--- src/design/io_select_pkg.sv ---
// package with address windows and field positions for the chip-select decoder
package io_select_pkg;

  // address bus width of the host
  localparam int          ADDR_W         = 16;
  // number of chip-enable outputs
  localparam int          NUM_SEL        = 8;
  // io area base address (512 bytes, aligned)
  localparam logic [15:0] IO_BASE        = 16'hFA00;
  // io area size in address bits: 8 windows of 64 bytes
  localparam int          AREA_BITS      = 9;
  // window size in address bits
  localparam int          WIN_BITS       = 6;
  // field position of the window index inside the area offset
  localparam int          IDX_LSB        = WIN_BITS;
  localparam int          IDX_MSB        = AREA_BITS - 1;
  // window offsets from base, one per chip enable
  localparam logic [8:0]  WIN_CLOCK_OFS  = 9'h000;
  localparam logic [8:0]  WIN_CAN_OFS    = 9'h040;
  localparam logic [8:0]  WIN_DISP_OFS   = 9'h080;
  localparam logic [8:0]  WIN_USER4_OFS  = 9'h0C0;
  localparam logic [8:0]  WIN_USER5_OFS  = 9'h100;
  localparam logic [8:0]  WIN_USER6_OFS  = 9'h140;
  localparam logic [8:0]  WIN_USER7_OFS  = 9'h180;
  localparam logic [8:0]  WIN_USER8_OFS  = 9'h1C0;
  // reset value of the select outputs, all idle high
  localparam logic [7:0]  SEL_IDLE       = 8'hFF;

  // host bus sample carried into the decoder
  typedef struct packed {
    logic [15:0] addr;
    logic        rd_n;
    logic        wr_n;
  } host_bus_t;

  // decoder state
  typedef enum logic [0:0] {
    DEC_IDLE   = 1'b0,
    DEC_ACTIVE = 1'b1
  } dec_state_t;

endpackage

--- src/design/io_window_chip_select_decoder.sv ---
// chip-select decoder for the eight 64-byte io windows
// Function
// - eight active-low selects, 64-byte windows each
// - select one covers base+00H..3FH, clock
// - select two covers base+40H..7FH, can
// - select three covers base+80H..BFH, display
// - select four covers base+C0H..FFH, user
// - selects five..eight cover 100H..1FFH
// - default decode uses address lines only
// - option adds read/write strobe qualification
// - strobe qualification off unless selected
`timescale 1ns/1ps
module io_window_chip_select_decoder
  import io_select_pkg::*;
(
  // clock and reset
  input  wire logic        CLK_IN,
  input  wire logic        RST_IN,
  // host bus
  input  wire logic [15:0] ADDR_IN,
  input  wire logic        RD_N_IN,
  input  wire logic        WR_N_IN,
  // board option, high selects strobe qualification
  input  wire logic        STROBE_QUALIFY_OPTION_IN,
  // chip selects, active low
  output logic             CLOCK_CHIP_SELECT_N_OUT,
  output logic             CAN_CHIP_SELECT_N_OUT,
  output logic             DISPLAY_CHIP_SELECT_N_OUT,
  output logic             USER_SELECT4_N_OUT,
  output logic             USER_SELECT5_N_OUT,
  output logic             USER_SELECT6_N_OUT,
  output logic             USER_SELECT7_N_OUT,
  output logic             USER_SELECT8_N_OUT,
  // decoder busy flag
  output logic             SELECT_ACTIVE_OUT
);

  // ****************************************
  // address decode
  // ****************************************

  localparam logic [8:0] WIN_OFS_TABLE [NUM_SEL] = '{
    WIN_CLOCK_OFS, WIN_CAN_OFS, WIN_DISP_OFS, WIN_USER4_OFS,
    WIN_USER5_OFS, WIN_USER6_OFS, WIN_USER7_OFS, WIN_USER8_OFS
  };

  host_bus_t            bus;
  logic                 in_area;
  logic [8:0]           area_ofs;
  logic [NUM_SEL-1:0]   hit;
  logic                 strobe_ok;
  logic [NUM_SEL-1:0]   sel_n_next;
  logic [NUM_SEL-1:0]   sel_n_reg;
  dec_state_t           state_next;
  dec_state_t           state_reg;

  // bundle the bus pins
  assign bus.addr = ADDR_IN;
  assign bus.rd_n = RD_N_IN;
  assign bus.wr_n = WR_N_IN;

  // area check first
  // upper bits must match the base, else no select
  assign in_area  = (bus.addr[ADDR_W-1:AREA_BITS] == IO_BASE[ADDR_W-1:AREA_BITS]);
  assign area_ofs = bus.addr[AREA_BITS-1:0];

  // one window comparator per table entry
  genvar gi;
  generate
    for (gi = 0; gi < NUM_SEL; gi++)
    begin : g_win
      window_match #(
        .WIN_OFS (WIN_OFS_TABLE[gi])
      ) u_match (
        .in_area_in  (in_area),
        .area_ofs_in (area_ofs),
        .hit_out     (hit[gi])
      );
    end
  endgenerate

  // ****************************************
  // strobe qualification and output registers
  // ****************************************

  // option high needs read or write strobe, glitch free
  assign strobe_ok = !STROBE_QUALIFY_OPTION_IN || !bus.rd_n || !bus.wr_n;

  // next select values; windows disjoint so at most one bit low
  always_comb
  begin
    sel_n_next = SEL_IDLE;
    state_next = DEC_IDLE;
    if (strobe_ok && (hit != '0))
    begin
      sel_n_next = ~hit;
      state_next = DEC_ACTIVE;
    end
  end

  // registered outputs cost one cycle but remove decode glitches at the pins
  always_ff @(posedge CLK_IN or posedge RST_IN)
  begin
    if (RST_IN)
    begin
      sel_n_reg <= SEL_IDLE;
      state_reg <= DEC_IDLE;
    end
    else
    begin
      sel_n_reg <= sel_n_next;
      state_reg <= state_next;
    end
  end

  // output mapping
  assign CLOCK_CHIP_SELECT_N_OUT   = sel_n_reg[0];
  assign CAN_CHIP_SELECT_N_OUT     = sel_n_reg[1];
  assign DISPLAY_CHIP_SELECT_N_OUT = sel_n_reg[2];
  assign USER_SELECT4_N_OUT        = sel_n_reg[3];
  assign USER_SELECT5_N_OUT        = sel_n_reg[4];
  assign USER_SELECT6_N_OUT        = sel_n_reg[5];
  assign USER_SELECT7_N_OUT        = sel_n_reg[6];
  assign USER_SELECT8_N_OUT        = sel_n_reg[7];
  assign SELECT_ACTIVE_OUT         = (state_reg == DEC_ACTIVE);

endmodule

--- src/design/window_match.sv ---
// one address window comparator of the chip-select decoder
`timescale 1ns/1ps
module window_match
  import io_select_pkg::*;
#(
  parameter logic [8:0] WIN_OFS = 9'h000
)
(
  // area offset and hit
  input  wire logic        in_area_in,
  input  wire logic [8:0]  area_ofs_in,
  output logic             hit_out
);

  // compare only the window index field; low bits select inside the window
  assign hit_out = in_area_in && (area_ofs_in[IDX_MSB:IDX_LSB] == WIN_OFS[IDX_MSB:IDX_LSB]);

endmodule

--- config.mk ---
export PLATFORM = sky130hd
export DESIGN_NAME = io_window_chip_select_decoder
export DESIGN_NICKNAME = d
export VERILOG_FILES = /design/src/design/io_select_pkg.sv /design/src/design/io_window_chip_select_decoder.sv /design/src/design/window_match.sv
export SDC_FILE = /design/constraint.sdc
export NUM_CORES = 1
export LEC_CHECK = 0
export ABC_AREA = 1
export BUFFER_PORTS_ARGS = -buffer_cell sky130_fd_sc_hd__buf_2
export CORE_AREA = 2 2 39 41
export CTS_BUF_LIST = sky130_fd_sc_hd__clkbuf_8
export CTS_CLUSTER_DIAMETER = 50
export DETAILED_ROUTE_END_ITERATION = 12
export DIE_AREA = 0 0 41 43
export PLACE_DENSITY = 0.67
export SYNTH_ARGS = -nofsm -noshare
export SYNTH_HDL_FRONTEND = slang
export SYNTH_SLANG_ARGS = --single-unit
--- constraint.sdc ---
create_clock -name CLK_IN -period 0.8 [get_ports CLK_IN]
set_input_delay 0.04 -clock CLK_IN [delete_from_list [all_inputs] [get_ports CLK_IN]]
set_output_delay 0.04 -clock CLK_IN [all_outputs]
set_load 0.01 [all_outputs]
==> results.txt <==
- Least-Margin Pin Slew: 299.3 ps
- The register with the most flip-flops in the layout has 8 of them.
- The die covers 1763 µm².
- The initial utilization of the core area, before any placement, comes to 30.11%.
- RSZ-0062 raised after global routing: yes
* Clock root buffer master: sky130_fd_sc_hd__clkbuf_8
- The most critical setup path has its startpoint at sel_n_reg[5].
* Final Hold Violating Endpoints: 0
- For this run, the total global-route usage over all layers was measured as 11.12%.
* I/O Buffers: 23
* Layout area overhead: 57.66%
- In this run the number of H-tree levels came out at 1.
- The library cells used most frequently in the layout, excluding fill and tap cells, are sky130_fd_sc_hd__buf_2, sky130_fd_sc_hd__nand4_1, sky130_fd_sc_hd__buf_6, sky130_fd_sc_hd__dfstp_2.
- Outcome: finished with violations
- Post-route antenna net violation count: 0
- Post-layout utilization of the core: 47.47%
- Max stage delay cell, worst path: sky130_fd_sc_hd__dfstp_2
* Mapped Cells: 41
* Share of layout cells above drive strength 1: 60.87%
- Achievable clock frequency: 1.138 GHz
- Grouping stages by cell kind, the critical path spends the most delay in flip-flops.
* Weighted congestion at the end of routability-driven global placement: 0.6708
- Synthesized net count: 62
- Most common cell after layout, fill and taps aside: sky130_fd_sc_hd__buf_2
* Required @ worst endpoint: 760 ps
- Once the clock tree was built, the setup fixing pass inserted 0 buffers.
- Yosys warning count: 0
* Detailed-route vias per instance: 4.329
- Chip height: 43 µm
- DR iter-0 viols: 2
- Worst Setup Slack, final: -78.80 ps
- Total number of placement rows: 14
- The worst setup path is captured at an output port.
- The critical path in this run is classified as reg -> out.
* Largest fanout of any net on the critical path: 1
- Counting instances, the worst hold path has a depth of 3.
* Number of cells after detailed placement: 80
- For this block, the routed nets add up to 729 µm of wire.
* Wire per inst: 8.576 µm
* Time the worst path needs with I/O delays and setup: 878.8 ps
* Non-filler cells, final: 85
- The routed layout has 368 vias.
* Min Hold Slack: 76.68 ps
- During I/O placement, the number of pins put on the boundary was 30.
* Failing checks: setup timing
- Averaged over all synthesized cells, the footprint is 10.16 µm².
* Die X: 41 µm
* Flops & latches, synth: 9
- Ordered list of cells on the worst path: buf_6
* N_diodes: 0
- Yosys mapped the design onto 14 distinct sky130hd cell types.
- Final Total Pwr: 1.052 mW
* Number of iterations in the first detailed-routing pass: 2
* Residual DRC: 0
- Total Negative Setup Slacks: -586.6 ps
- Number of maximum-capacitance violations: 0
- Sinks on the clock net: 9
- The worst-case IR drop observed on VDD is 0.0004033 V.
* Power per standard cell area: 1602 nW/µm²
* Global-route wire length before repair: 1297 µm
- The worst setup path is launched from a flip-flop.
* Dpl hpwl: 597.1 µm
* Sequential fraction of the synthesis area: 56.46%
- Share of the clock period used by the worst path after layout: 109.8%
* Highest cell delay on the worst timing path: 520 ps
- In this run the most critical hold path is launched from ADDR_IN[9].
* Area inside the core boundary: 1384 µm²
* Number of antenna violations at the first check in global routing: 0
* Post-synthesis cell area: 416.7 µm²
- Entering global routing, the biggest net connects 10 pins.
- Number of CTS-inserted buffers: 3
- The worst pin sits at a relative slew slack of 80.02%.
* Setup violation total in the final timing report: 8
- The analysis attributes to cell leakage a power of 0.3236 nW.
* Congestion Overflow GR: 0
- Via count of the first global-routing pass: 334
- Data arrives at the worst endpoint at 840 ps.
* Worst Path Buf+Inv: 1
- TritonCTS built the clock tree.
- Hold EP: SELECT_ACTIVE_OUT
- The count of pins over their slew limit came to 0.
* Hold/Removal Path Class: in -> reg
* NumNets Final: 91
- Reg clk slew, reported paths: 40 ps
* Clock Tree Buf Depth: 2
-- final cells by class --
cell class              count  area [µm²]
fillers                   133       726.9
flip-flops and latches      9       235.2
clock buffers               3       41.29
clock inverters             1       3.754
well taps                  16       20.02
repair buffers             24       175.2
inverters                   6       22.52
multi-input cells          26       158.9
-- cells by family (layout without fill, tap and decap cells) --
group                  count (synthesis)  in the layout  share of synthesized area, %
buffers and inverters                  6             34                         5.405
AND/OR/NAND/NOR                       26             26                         38.14
flip-flops                             9              9                         56.46
-- report_power, final --
part	internal [mW]	total [mW]	switching [mW]
Sequential	0.460	0.460	0.000203
Combinational	0.0433	0.105	0.0619
Clock	0.332	0.487	0.155
-- worst max-delay path by stage --
| stage | endpoint | slack (ps) | cells past startpoint |
|---|---|---|---|
| 2_1_floorplan | CAN_CHIP_SELECT_N_OUT | 240 | 0 |
| 3_3_place_gp | USER_SELECT6_N_OUT | 160 | 1 |
| 3_5_place_dp | CLOCK_CHIP_SELECT_N_OUT | 150 | 1 |
| 4_1_cts | CLOCK_CHIP_SELECT_N_OUT | -80 | 1 |
| 5_1_grt | USER_SELECT6_N_OUT | -110 | 1 |
| 6_report | USER_SELECT6_N_OUT | -80 | 1 |
-- synthesized netlist by cell type, drive strengths merged --
master	instances	area share [%]
nand4	8	12
inv	6	5.4
dfstp	8	50
nor3	2	3.6
nor2	8	12
dfrtp	1	6.0
nand3	2	3.6
nand2	6	7.2
-- per-stage QoR --
| stage | cell area, µm² | setup slack, ps |
|---|---|---|
| after floorplan | 416.7 | 240.4 |
| final | 656.9 | -78.80 |
| after global routing | 656.9 | -112.9 |
| after detailed placement | 551.8 | 149.5 |
| after CTS | 656.9 | -82.22 |
| after global placement | 551.8 | 156.3 |
-- tightest hold or removal path, cell delays in order --
cell                      delay, ps
sky130_fd_sc_hd__buf_2          100
sky130_fd_sc_hd__nand3_1         80
sky130_fd_sc_hd__nor2_2          50
-- layer usage --
| metal | GRT usage (%) | routed length [µm] | vias to the layer above |
|---|---|---|---|
| li1 | - | - | 193 |
| met1 | 11.84 | 268 | 158 |
| met2 | 16.25 | 380 | 15 |
| met3 | 3.665 | 69 | 2 |
| met4 | 10.00 | 10 | 0 |
| met5 | 0 | 0 | - |
-- timing repair --
action                                  CTS  global route
endpoints found under the setup margin    8             8
endpoints found under the hold margin     1             0
hold buffers                              1             0
resized for setup                         8             0
Note: power is estimated with default switching activity, not from simulation.
